### src/include/cmp_pkg.sv
// Shared constants, encodings and carrier types for the comparator control block.
package cmp_pkg;

    // Number of comparator channels served by the block.
    localparam int NUM_CH = 2;

    // Depth of the synchroniser that brings each comparator result into ref_clk.
    localparam int SYNC_STAGES = 2;

    // Register addresses on the special-function-register port.
    localparam logic [7:0] CH0_CTL_OFFSET  = 8'h9B;
    localparam logic [7:0] CH0_MODE_OFFSET = 8'h9D;
    localparam logic [7:0] CH1_CTL_OFFSET  = 8'h9A;
    localparam logic [7:0] CH1_MODE_OFFSET = 8'h9C;

    // Field positions in the control register.
    localparam int CTL_ENABLE_BIT  = 7;
    localparam int CTL_RESULT_BIT  = 6;
    localparam int CTL_RISE_BIT    = 5;
    localparam int CTL_FALL_BIT    = 4;
    localparam int CTL_POS_HYS_LSB = 2;
    localparam int CTL_NEG_HYS_LSB = 0;

    // Field positions in the mode register.
    localparam int MODE_RISE_IE_BIT = 5;
    localparam int MODE_FALL_IE_BIT = 4;
    localparam int MODE_RESP_LSB    = 0;

    // Values after reset.
    localparam logic [7:0] CTL_RESET_VALUE  = 8'h00;
    localparam logic [7:0] MODE_RESET_VALUE = 8'h02;
    localparam logic [7:0] RDATA_RESET      = 8'h00;

    // Hysteresis amount handed to the analog core.
    typedef enum logic [1:0] {
        HYS_OFF  = 2'b00,
        HYS_5MV  = 2'b01,
        HYS_10MV = 2'b10,
        HYS_20MV = 2'b11
    } hys_t;

    // Response mode, from fastest and hungriest to slowest and thriftiest.
    typedef enum logic [1:0] {
        RESP_MODE0 = 2'b00,
        RESP_MODE1 = 2'b01,
        RESP_MODE2 = 2'b10,
        RESP_MODE3 = 2'b11
    } resp_t;

    // Writable content of a control register.
    typedef struct packed {
        logic enable;
        logic rise_flag;
        logic fall_flag;
        hys_t pos_hys;
        hys_t neg_hys;
    } ctl_t;

    // Writable content of a mode register.
    typedef struct packed {
        logic  rise_irq_enable;
        logic  fall_irq_enable;
        resp_t response_mode;
    } mode_t;

    // One request on the special-function-register port.
    typedef struct packed {
        logic [7:0] addr;
        logic       wr;
        logic       rd;
        logic [7:0] wdata;
    } sfr_req_t;

    // Settings driven to one analog comparator core.
    typedef struct packed {
        logic  power_on;
        hys_t  pos_hys;
        hys_t  neg_hys;
        resp_t response_mode;
    } core_cfg_t;

endpackage

### src/design/comparator_pair.sv
// Control and status logic for two voltage comparators behind the SFR port.
//
// Contract
// [RULE1] Two channels with identical control behaviour.
// [RULE2] Raw unclocked output plus clock-latched output.
// [RULE3] Disabled channel drives output low, core off.
// [RULE4] Control bit 7 enables channel, resets 0.
// [RULE5] Control bit 6 reads current comparator result.
// [RULE6] Falling transition sets flag in bit 4.
// [RULE7] Rising transition sets flag in bit 5.
// [RULE8] Edge flags stay set until software clears.
// [RULE9] Mode bit 5 gates rising-edge request.
// [RULE10] Mode bit 4 gates falling-edge request.
// [RULE11] Control bits 3:2 select positive hysteresis.
// [RULE12] Control bits 1:0 select negative hysteresis.
// [RULE13] Mode bits 1:0 select response, reset 2.
// [RULE14] Unused mode bits read zero, ignore writes.
// [RULE15] Software clears flags after enable or changes.
// [RULE16] Channel 0 result offered to reset logic.
// [RULE17] Edges found on synchronised current versus previous.
`timescale 1ns/10ps
module comparator_pair (
    input  wire logic                                     ref_clk,
    input  wire logic                                     resetn,
    input  wire cmp_pkg::sfr_req_t                        sfr_req,
    output logic      [7:0]                               sfr_rdata,
    input  wire logic [cmp_pkg::NUM_CH-1:0]               core_result,
    output cmp_pkg::core_cfg_t [cmp_pkg::NUM_CH-1:0]      core_cfg,
    output logic      [cmp_pkg::NUM_CH-1:0]               raw_output,
    output logic      [cmp_pkg::NUM_CH-1:0]               latched_output,
    output logic      [cmp_pkg::NUM_CH-1:0]               rise_irq,
    output logic      [cmp_pkg::NUM_CH-1:0]               fall_irq,
    output logic                                          reset_src_result
);

    // Synchronised reset used by every flip-flop below.
    logic                                rst_n;
    // Comparator results after crossing into ref_clk.
    logic [cmp_pkg::NUM_CH-1:0]          sync_result;
    // Synchronised result masked by the channel enable.
    logic [cmp_pkg::NUM_CH-1:0]          cur_result;
    // One-cycle edge events from the sample comparison.
    logic [cmp_pkg::NUM_CH-1:0]          rise_event;
    logic [cmp_pkg::NUM_CH-1:0]          fall_event;
    // Write strobes decoded per channel and register.
    logic [cmp_pkg::NUM_CH-1:0]          ctl_wr;
    logic [cmp_pkg::NUM_CH-1:0]          mode_wr;

    // Control registers and their next values.
    cmp_pkg::ctl_t  [cmp_pkg::NUM_CH-1:0] ctl_reg;
    cmp_pkg::ctl_t  [cmp_pkg::NUM_CH-1:0] ctl_next;
    // Mode registers and their next values.
    cmp_pkg::mode_t [cmp_pkg::NUM_CH-1:0] mode_reg;
    cmp_pkg::mode_t [cmp_pkg::NUM_CH-1:0] mode_next;
    // Previous masked sample for edge detection.
    logic [cmp_pkg::NUM_CH-1:0]          prev_reg;
    logic [cmp_pkg::NUM_CH-1:0]          prev_next;
    // Registered read data.
    logic [7:0]                          rdata_reg;
    logic [7:0]                          rdata_next;
    // Registered port outputs.
    logic [cmp_pkg::NUM_CH-1:0]          latched_reg;
    logic [cmp_pkg::NUM_CH-1:0]          latched_next;
    logic [cmp_pkg::NUM_CH-1:0]          rise_irq_reg;
    logic [cmp_pkg::NUM_CH-1:0]          rise_irq_next;
    logic [cmp_pkg::NUM_CH-1:0]          fall_irq_reg;
    logic [cmp_pkg::NUM_CH-1:0]          fall_irq_next;
    logic                                rst_src_reg;
    logic                                rst_src_next;

    // The channel decode below only knows two channels.
    if (cmp_pkg::NUM_CH != 2) begin : g_check
        $error("comparator_pair serves exactly two channels");
    end

    // Address of a channel's control register.
    function automatic logic [7:0] ctl_addr(input int ch);
        return (ch == 0) ? cmp_pkg::CH0_CTL_OFFSET : cmp_pkg::CH1_CTL_OFFSET;
    endfunction

    // Address of a channel's mode register.
    function automatic logic [7:0] mode_addr(input int ch);
        return (ch == 0) ? cmp_pkg::CH0_MODE_OFFSET : cmp_pkg::CH1_MODE_OFFSET;
    endfunction

    // Read image of a control register with the live result in bit 6.
    function automatic logic [7:0] ctl_image(input cmp_pkg::ctl_t c, input logic res);
        return {c.enable, res, c.rise_flag, c.fall_flag, c.pos_hys, c.neg_hys};
    endfunction

    // Read image of a mode register; the unused bits are forced to zero.
    function automatic logic [7:0] mode_image(input cmp_pkg::mode_t m);
        return {2'b00, m.rise_irq_enable, m.fall_irq_enable, 2'b00, m.response_mode};
    endfunction

    // Release of the external reset through two flip-flops.
    reset_sync u_reset_sync (
        .ref_clk    (ref_clk),
        .resetn     (resetn),
        .rst_sync_n (rst_n)
    );

    // Bring the asynchronous comparator results into the clock domain.
    level_sync #(
        .WIDTH  (cmp_pkg::NUM_CH),
        .STAGES (cmp_pkg::SYNC_STAGES)
    ) u_result_sync (
        .ref_clk (ref_clk),
        .rst_n   (rst_n),
        .din     (core_result),
        .dout    (sync_result)
    );

    // Masking, edge detection and write decode for each channel.
    always_comb begin
        for (int ch = 0; ch < cmp_pkg::NUM_CH; ch++) begin
            // [RULE3] disabled reads low
            cur_result[ch] = sync_result[ch] & ctl_reg[ch].enable;
            // [RULE17] synchronised sample compare
            rise_event[ch] = cur_result[ch] & ~prev_reg[ch];
            fall_event[ch] = ~cur_result[ch] & prev_reg[ch];
            // [RULE1] identical per-channel decode
            ctl_wr[ch]     = sfr_req.wr && (sfr_req.addr == ctl_addr(ch));
            mode_wr[ch]    = sfr_req.wr && (sfr_req.addr == mode_addr(ch));
        end
    end

    // Next values of the control and mode registers.
    always_comb begin
        ctl_next  = ctl_reg;
        mode_next = mode_reg;
        prev_next = cur_result;
        for (int ch = 0; ch < cmp_pkg::NUM_CH; ch++) begin
            // A software write replaces every writable control field.
            if (ctl_wr[ch]) begin
                // [RULE4] enable bit write
                ctl_next[ch].enable    = sfr_req.wdata[cmp_pkg::CTL_ENABLE_BIT];
                // [RULE8] software clears flags
                ctl_next[ch].rise_flag = sfr_req.wdata[cmp_pkg::CTL_RISE_BIT];
                ctl_next[ch].fall_flag = sfr_req.wdata[cmp_pkg::CTL_FALL_BIT];
                // [RULE11] positive hysteresis field
                ctl_next[ch].pos_hys   = cmp_pkg::hys_t'(
                    sfr_req.wdata[cmp_pkg::CTL_POS_HYS_LSB +: 2]);
                // [RULE12] negative hysteresis field
                ctl_next[ch].neg_hys   = cmp_pkg::hys_t'(
                    sfr_req.wdata[cmp_pkg::CTL_NEG_HYS_LSB +: 2]);
            end
            // An edge in the same cycle as a clearing write still sets the flag.
            // [RULE7] rising edge sets flag
            if (rise_event[ch]) begin
                ctl_next[ch].rise_flag = 1'b1;
            end
            // [RULE6] falling edge sets flag
            if (fall_event[ch]) begin
                ctl_next[ch].fall_flag = 1'b1;
            end
            // Mode write; bits 7:6 and 3:2 have no storage.
            if (mode_wr[ch]) begin
                // [RULE14] unused bits dropped
                mode_next[ch].rise_irq_enable = sfr_req.wdata[cmp_pkg::MODE_RISE_IE_BIT];
                mode_next[ch].fall_irq_enable = sfr_req.wdata[cmp_pkg::MODE_FALL_IE_BIT];
                // [RULE13] response mode field
                mode_next[ch].response_mode   = cmp_pkg::resp_t'(
                    sfr_req.wdata[cmp_pkg::MODE_RESP_LSB +: 2]);
            end
        end
    end

    // Registers of control state.
    always_ff @(posedge ref_clk or negedge rst_n) begin
        if (!rst_n) begin
            for (int ch = 0; ch < cmp_pkg::NUM_CH; ch++) begin
                ctl_reg[ch]  <= cmp_pkg::ctl_t'(cmp_pkg::CTL_RESET_VALUE[6:0]);
                mode_reg[ch] <= cmp_pkg::mode_t'({cmp_pkg::MODE_RESET_VALUE[5:4],
                                                  cmp_pkg::MODE_RESET_VALUE[1:0]});
            end
            prev_reg <= '0;
        end else begin
            ctl_reg  <= ctl_next;
            mode_reg <= mode_next;
            prev_reg <= prev_next;
        end
    end

    // Read data: a read latches the image of the addressed register.
    always_comb begin
        rdata_next = rdata_reg;
        if (sfr_req.rd) begin
            // Unmapped addresses read as zero.
            rdata_next = 8'h00;
            for (int ch = 0; ch < cmp_pkg::NUM_CH; ch++) begin
                if (sfr_req.addr == ctl_addr(ch)) begin
                    // [RULE5] live result readback
                    rdata_next = ctl_image(ctl_reg[ch], cur_result[ch]);
                end
                if (sfr_req.addr == mode_addr(ch)) begin
                    // [RULE14] unused read zero
                    rdata_next = mode_image(mode_reg[ch]);
                end
            end
        end
    end

    // Next values of the port outputs.
    always_comb begin
        for (int ch = 0; ch < cmp_pkg::NUM_CH; ch++) begin
            // [RULE2] clock-latched output
            latched_next[ch]  = cur_result[ch];
            // [RULE9] rising request gate
            rise_irq_next[ch] = ctl_reg[ch].rise_flag & mode_reg[ch].rise_irq_enable;
            // [RULE10] falling request gate
            fall_irq_next[ch] = ctl_reg[ch].fall_flag & mode_reg[ch].fall_irq_enable;
        end
        // [RULE16] channel 0 reset source
        rst_src_next = cur_result[0];
    end

    // Registers of the port outputs and read data.
    always_ff @(posedge ref_clk or negedge rst_n) begin
        if (!rst_n) begin
            rdata_reg    <= cmp_pkg::RDATA_RESET;
            latched_reg  <= '0;
            rise_irq_reg <= '0;
            fall_irq_reg <= '0;
            rst_src_reg  <= 1'b0;
        end else begin
            rdata_reg    <= rdata_next;
            latched_reg  <= latched_next;
            rise_irq_reg <= rise_irq_next;
            fall_irq_reg <= fall_irq_next;
            rst_src_reg  <= rst_src_next;
        end
    end

    // Settings for the analog cores come straight from the registers.
    always_comb begin
        for (int ch = 0; ch < cmp_pkg::NUM_CH; ch++) begin
            // [RULE3] core powered by enable
            core_cfg[ch].power_on      = ctl_reg[ch].enable;
            core_cfg[ch].pos_hys       = ctl_reg[ch].pos_hys;
            core_cfg[ch].neg_hys       = ctl_reg[ch].neg_hys;
            core_cfg[ch].response_mode = mode_reg[ch].response_mode;
        end
    end

    // The raw path must work without a clock, so it is a gate, not a flip-flop.
    // [RULE2] unclocked raw output
    assign raw_output       = core_result & {ctl_reg[1].enable, ctl_reg[0].enable};
    assign latched_output   = latched_reg;
    assign rise_irq         = rise_irq_reg;
    assign fall_irq         = fall_irq_reg;
    assign reset_src_result = rst_src_reg;
    assign sfr_rdata        = rdata_reg;

    // A rising event is flagged on the next edge.
    a_rise_sets_flag: assert property ( // [RULE7]
        @(posedge ref_clk) disable iff (!rst_n)
        rise_event[0] |=> ctl_reg[0].rise_flag)
        else $error("rising edge did not set the rise flag");

    // A falling event is flagged on the next edge.
    a_fall_sets_flag: assert property ( // [RULE6]
        @(posedge ref_clk) disable iff (!rst_n)
        fall_event[1] |=> ctl_reg[1].fall_flag)
        else $error("falling edge did not set the fall flag");

    // A set flag survives every cycle without a control write.
    a_flag_sticky: assert property ( // [RULE8]
        @(posedge ref_clk) disable iff (!rst_n)
        ctl_reg[0].rise_flag && !ctl_wr[0] |=> ctl_reg[0].rise_flag)
        else $error("rise flag cleared without a write");

    // One transition yields one event only; a rise may only be followed by a real drop.
    a_edge_once: assert property ( // [RULE17]
        @(posedge ref_clk) disable iff (!rst_n)
        rise_event[0] |=> !rise_event[0] && (fall_event[0] == !cur_result[0]))
        else $error("edge event lasted more than one cycle");

    // A disabled channel keeps both outputs low.
    a_disabled_low: assert property ( // [RULE3]
        @(posedge ref_clk) disable iff (!rst_n)
        !ctl_reg[0].enable |-> !raw_output[0] ##1 !latched_output[0])
        else $error("disabled channel drove its output");

    // Writing bit 7 enables the channel and powers its core.
    a_enable_write: assert property ( // [RULE4]
        @(posedge ref_clk) disable iff (!rst_n)
        ctl_wr[0] && sfr_req.wdata[7] |=> core_cfg[0].power_on)
        else $error("enable write did not power the core");

    // Rising request follows flag and enable one cycle later.
    a_rise_irq_gate: assert property ( // [RULE9]
        @(posedge ref_clk) disable iff (!rst_n)
        ##1 rise_irq[0] == $past(ctl_reg[0].rise_flag && mode_reg[0].rise_irq_enable))
        else $error("rising request does not match flag and enable");

    // Falling request follows flag and enable one cycle later.
    a_fall_irq_gate: assert property ( // [RULE10]
        @(posedge ref_clk) disable iff (!rst_n)
        ##1 fall_irq[1] == $past(ctl_reg[1].fall_flag && mode_reg[1].fall_irq_enable))
        else $error("falling request does not match flag and enable");

    // Hysteresis written is handed to the core on the next edge.
    a_hys_to_core: assert property ( // [RULE11]
        @(posedge ref_clk) disable iff (!rst_n)
        ctl_wr[0] |=> core_cfg[0].pos_hys == $past(sfr_req.wdata[3:2])
                   && core_cfg[0].neg_hys == $past(sfr_req.wdata[1:0]))
        else $error("hysteresis setting not passed to the core");

    // Unused mode bits read back as zero.
    a_mode_unused: assert property ( // [RULE14]
        @(posedge ref_clk) disable iff (!rst_n)
        sfr_req.rd && sfr_req.addr == cmp_pkg::CH0_MODE_OFFSET
        |=> sfr_rdata[7:6] == 2'b00 && sfr_rdata[3:2] == 2'b00)
        else $error("unused mode bits read nonzero");

    // Response mode is 2 until first written.
    a_mode_reset: assert property ( // [RULE13]
        @(posedge ref_clk)
        $rose(rst_n) |-> mode_reg[0].response_mode == cmp_pkg::RESP_MODE2)
        else $error("response mode not 2 after reset");

    // Read of control shows the live result sampled at the read.
    a_result_read: assert property ( // [RULE5]
        @(posedge ref_clk) disable iff (!rst_n)
        sfr_req.rd && sfr_req.addr == cmp_pkg::CH0_CTL_OFFSET
        |=> sfr_rdata[6] == $past(cur_result[0]))
        else $error("result bit does not show the comparator state");

    // Reset logic sees the channel 0 result one edge later.
    a_reset_source: assert property ( // [RULE16]
        @(posedge ref_clk) disable iff (!rst_n)
        ##1 reset_src_result == $past(cur_result[0]))
        else $error("reset source does not follow channel 0");

endmodule

### src/design/reset_sync.sv
// Reset synchroniser: asynchronous assertion, release through two flip-flops.
`timescale 1ns/10ps
module reset_sync (
    input  wire logic ref_clk,
    input  wire logic resetn,
    output logic      rst_sync_n
);

    // First and second stage of the release chain.
    logic stage1_reg;
    logic stage2_reg;

    // Both stages drop at once on reset and release one edge apart.
    always_ff @(posedge ref_clk or negedge resetn) begin
        if (!resetn) begin
            stage1_reg <= 1'b0;
            stage2_reg <= 1'b0;
        end else begin
            stage1_reg <= 1'b1;
            stage2_reg <= stage1_reg;
        end
    end

    // Only the second stage leaves the module.
    assign rst_sync_n = stage2_reg;

endmodule

### src/design/level_sync.sv
// Multi-stage synchroniser for asynchronous levels.
`timescale 1ns/10ps
module level_sync #(
    parameter int WIDTH  = 2,
    parameter int STAGES = cmp_pkg::SYNC_STAGES
) (
    input  wire logic             ref_clk,
    input  wire logic             rst_n,
    input  wire logic [WIDTH-1:0] din,
    output logic      [WIDTH-1:0] dout
);

    // Fewer than two stages would not resolve metastability.
    if (STAGES < 2) begin : g_check
        $error("level_sync needs at least two stages");
    end

    // Chain of stages; stage 0 is read only by stage 1.
    logic [WIDTH-1:0] stage_reg [STAGES];

    // Shift the level along the chain every edge.
    always_ff @(posedge ref_clk or negedge rst_n) begin
        if (!rst_n) begin
            for (int i = 0; i < STAGES; i++) begin
                stage_reg[i] <= '0;
            end
        end else begin
            stage_reg[0] <= din;
            for (int i = 1; i < STAGES; i++) begin
                stage_reg[i] <= stage_reg[i-1];
            end
        end
    end

    // The last stage is the settled copy.
    assign dout = stage_reg[STAGES-1];

endmodule

### config.mk
export PLATFORM = sky130hd
export DESIGN_NAME = comparator_pair
export DESIGN_NICKNAME = d
export VERILOG_FILES = /design/src/include/cmp_pkg.sv /design/src/design/comparator_pair.sv /design/src/design/reset_sync.sv /design/src/design/level_sync.sv
export SDC_FILE = /design/constraint.sdc
export NUM_CORES = 1
export LEC_CHECK = 0
export BUFFER_PORTS_ARGS = -buffer_cell sky130_fd_sc_hd__buf_2
export CAP_MARGIN = 20
export CORE_ASPECT_RATIO = 1.2
export CORE_MARGIN = 2
export CORE_UTILIZATION = 30
export CTS_CLUSTER_DIAMETER = 100
export DETAILED_ROUTE_END_ITERATION = 8
export SLEW_MARGIN = 40
export SYNTH_ARGS = -nofsm -noshare
export SYNTH_HDL_FRONTEND = slang
export SYNTH_HIERARCHICAL = 1
export SYNTH_SLANG_ARGS = --single-unit
export TNS_END_PERCENT = 30
### constraint.sdc
create_clock -name ref_clk -period 1.4 [get_ports ref_clk]
set_input_delay 0 -clock ref_clk [delete_from_list [all_inputs] [get_ports ref_clk]]
set_output_delay 0 -clock ref_clk [all_outputs]
set_load 0.005 [all_outputs]
==> Word level (Yosys, flattened, before mapping) <==
Index checks and enable logic that the tools add are counted.
{ "op_classes": {"mux": 10, "n_eq_ne": 4, "bitwise_logic": 15, "reduce_logical": 8} }
{ "ops": {"columns": ["operator", "count"], "rows": [
  ["$eq 8x8->1 const B", 4],
  ["$mux 8", 4],
  ["$mux 6", 2],
  ["$and 1x1->1", 10],
  ["$reduce_bool 2->1", 4],
  ["$logic_and 1x1->1", 4],
  ["$mux 1", 4],
  ["$not 1->1", 4],
  ["$and 2x2->2", 1]
]} }
{ "totals": {"output_inout_bits": 31, "inputBits": 22, "wordCells": 62, "register_bits": 43} }

==> Depth between registers and ports, before layout <==
{ "logic_depth": {"ltp_word": 5, "ltp_mapped": 5, "mapped_depth_nobuf": 4} }

==> Hierarchy <==
The synthesis kept the hierarchy.
{ "modules_own_cells": {"columns": ["mod", "area_each_um2", "n_inst", "cells_each", "seq_area_each_um2"], "rows": [
  ["comparator_pair", 1685.4, 1, 139, 903.4],
  ["level_sync", 115.1, 1, 6, 100.1],
  ["reset_sync", 53.8, 1, 3, 50.0]
]} }

==> Worst setup path before layout <==
Ideal clock, no wire load.
{ "synth_path": {"path_kind": "input-to-reg", "start": "in sfr_req[16] in the netlist's numbering", "end": "reg ctl_reg, in the netlist core_cfg[10]", "n_path_buf": 1, "setup_ns": 0.125, "setup_slack_ns": -0.034, "cell_stages": 4, "arrival_ns": 1.309, "required_time_ns": 1.275, "cell_sequence": "or3b_4 -> or4b_1 -> buf_6 -> mux2_4"} }
{ "synth_between": {"elab_chain_len": 2} }
{ "synth_lines": {"columns": ["item", "line_no", "source"], "rows": [
  ["start, declared", "comparator_pair.sv:25", "input wire cmp_pkg::sfr_req_t sfr_req,"],
  ["$eq 8x8->1", "comparator_pair.sv:123", "ctl_wr[ch] = sfr_req.wr && (sfr_req.addr == ctl_addr(ch));"],
  ["$logic_and 1x1->1", "comparator_pair.sv:123", null],
  ["end signal, assigned by index", "comparator_pair.sv:173", "ctl_reg[ch] <= cmp_pkg::ctl_t'(cmp_pkg::CTL_RESET_VALUE[6:0]);"],
  ["end signal, assigned", "comparator_pair.sv:179", "ctl_reg <= ctl_next;"],
  ["end, declared", "comparator_pair.sv:50", "cmp_pkg::ctl_t [cmp_pkg::NUM_CH-1:0] ctl_reg;"]
]} }
Every way passes these cells.
A chain may end at the register's enable or synchronous reset.

==> Final worst setup path <==
{ "layout_path": {"start": "in sfr_req[16] in the netlist's numbering", "end": "reg ctl_reg, in the netlist core_cfg[12]"} }
The elaborated chain is that of the path after synthesis.

==> summary.txt <==
Routing
  • DRC viols: 0
  • Drt pass-1 iters: 4
  • Vias/cell: 4.37
  • Routed len/inst: 13.8 um
  • Initial drt markers: 62
  • Antenna viol nets, final: 0
  • Via count: 1,273
  • Final wirelength: 4010 um

Outcome
  • Status: complete, no violations

Layout
  • Layout cells sized above 1: 45.9%
  • Antenna cells: 0
  • Number of flip-flops in the largest register: 14
  • Fill cells: 585
  • Commonest non-fill, non-tap cell in the layout: buf_2
  • Finished Core Util: 39.5%
  • Most frequent cells in the layout: buf_2 (51), dfrtp_1 (40), buf_4 (15)
  • Synthesis-to-layout area growth: 28.0%
  • # nets final: 230

CTS
  • Num Clock Sinks: 42
  • Post-cts repair resize count: 0
  • Clk root buf: clkbuf_8
  • CTS tree: yes
  • Num CTS Buffers: 5
  • Worst skew pair latency: 0.29 ns
  • CTS H-tree depth: 2
  • Max clock buf depth: 2
  • Clock-pin slew on the worst setup and hold paths: 0.09 ns

Timing
  • # setup viols final: 0
  • Fin crit share: 91.3%
  • Fin Clk Skew: 0.0108 ns
  • Fmax: 782 MHz
  • Max Slew Vio Count: 0
  • Final setup TNS: 0 ns
  • Min Tclk post-route: 1.28 ns
  • Slew of the pin with the lowest slew margin: 0.507 ns
  • Hold Vio Cnt, Final: 0
  • RSZ-0062 raised after global routing: false
  • Slew margin rel.: 66.2%

Synth
  • Post-synthesis net count: 170
  • Yosys warns: 6
  • Synth Instances: 148
  • Top FF cell, synth: dfrtp_1
  • Seq/Total Area, Yosys: 56.8%
  • Avg Inst Size Synth: 12.5 um2
  • Yosys top cell area share: 54.0%
  • Synthesized area: 1850 um2
  • EDFF count, synth: 0
  • Cell variety after synth: 32
  • Post-synthesis async set-or-reset flop share: 100%
  • Synth area leader: dfrtp_1
  • Top cells by area, synth: dfrtp_1 (54%), mux2_2 (7.9%), buf_4 (6.9%)
  • Synth Register Bits: 42

Power and ir drop
  • LEAKAGE: 1.23 nW
  • PwrDens: 1050 nW/um2
  • Peak supply drop: 0.000592 V

Die
  • I/O pin cnt: 53
  • Die footprint: 6830 um2
  • Die H: 90.1 um
  • Die Width: 75.8 um
  • Row Count: 31
  • Initial core utilization: 30.8%
  • Core area: 6010 um2

Global route
  • Vias in the first global route: 1,297
  • Gr ovfl total: 0
  • Largest net degree at the start of global routing: 41
  • First-pass GRT wire length: 6490 um
  • GRT Overall Usage: 12.6%
  • Initial antenna violation count: 0

Setup path
  • Worst Path Required: 1.57 ns
  • Critical path arrival: 1.45 ns
  • Crit-path max cell delay: 0.46 ns
  • Worst setup EP type: flip-flop
  • Cell Chain, Critical Path: buf_2 > or3b_4 > or4b_1 > buf_4 > mux2_4
  • Worst path slowest cell: or4b_1
  • Startpoint types: input pin
  • Kind of cell adding the most delay to the critical path: simple AND/OR/NAND/NOR gates
  • Critical path class: input pin to flip-flop
  • Bufs and invs on worst path: 2
  • Worst Path Max Fanout: 7

Placement
  • Port bufs: 51
  • DPL Wire Length: 2900 um
  • Final RePlAce weighted congestion: 0.771

Flow run
  • MaxCap Viol Count: 0

Hold path
  • HP Class: input pin to flip-flop
layout make-up:
cell class / count / area, um2 / area share (%)
sequential: 42 / 1050 / 44.4
clock buffer: 5 / 68.8 / 2.90
tap: 82 / 103 / 4.32
multi-input combinational: 74 / 609 / 25.7
inverter: 10 / 37.5 / 1.58
clock inverter: 3 / 43.8 / 1.85
timing repair buffer: 75 / 458 / 19.3
synth_stat cells (all sizes together) (2+ instances only):
cell type and n:
clkbuf 3, o21ai 2, mux2i 7, dfrtp 40
a21oi 2, nor2 2, nor2b 2, nand2 8
mux2 18, nand2b 2, and2 6, o22ai 5
o31ai 2, buf 19, dfstp 2, a221oi 6
inv 10
tightest hold or removal path: cells and delay by family:
kind,cells,cell delay (ns)
buf+inv,1,0.13
mux,1,0.07
compound gates,1,0.06
per-layer routing:
layer  wire, um  global-route usage [%]  vias to the layer above
li1           -                       -                      616
met1       1840                    17.6                      611
met2       1890                    19.3                       42
met3        250                    3.36                        4
met4         30                    3.07                        0
met5          0                       0                        -
final timing paths:
kind / from / to / depth (start not counted) / slack [ns]
min in group asynchronous: resetn / u_reset_sync/stage1_reg / 2 / 0.02
max reg2reg: ctl_reg[5] / sfr_rdata[5] / 3 / 0.43
min: sfr_req[5] / ctl_reg[5] / 3 / 0.007
min reg2reg: u_reset_sync/rst_sync_n / core_cfg[7] / 1 / 0.30
max in group asynchronous: u_reset_sync/rst_sync_n / core_cfg[5] / 1 / 0.75
max: sfr_req[16] / core_cfg[12] / 5 / 0.12
logic make-up after synthesis:
kind of cell / count (synthesis) / share of synthesized area (%)
AOI/OAI and AO/OA: 20 / 7.89
buffers and inverters: 32 / 10.3
DFF: 42 / 56.8
muxes: 25 / 15.7
other: 1 / 0.202
and+or+nand+nor: 28 / 9.04
repair_timing:
item	CTS	global route
endpoints found under the hold margin	22	0
setup buffers	0	0
hold buffers	9	0
per-stage QoR:
stage / instances / power, mW / cell area, um2 / setup slack (ns) / hold WS (ns)
floorplan: 148 / 1.44 / 1850 / -0.0338 / -0.296
global placement: 274 / 1.53 / 2170 / -0.173 / -0.214
detailed placement: 274 / 1.53 / 2170 / -0.181 / -0.214
CTS: 291 / 2.52 / 2370 / 0.134 / 0.00792
global route: 291 / 2.61 / 2370 / 0.101 / 0.0141
finish: 291 / 2.48 / 2370 / 0.122 / 0.00747
power by group:
| part | internal [mW] | total, mW | switching, mW |
|---|---|---|---|
| Sequential | 1.26 | 1.29 | 0.0292 |
| Clock | 0.534 | 0.961 | 0.427 |
| Combinational | 0.124 | 0.229 | 0.106 |
| Total | 1.92 | 2.48 | 0.562 |
Note: power is estimated with default switching activity, not from simulation.
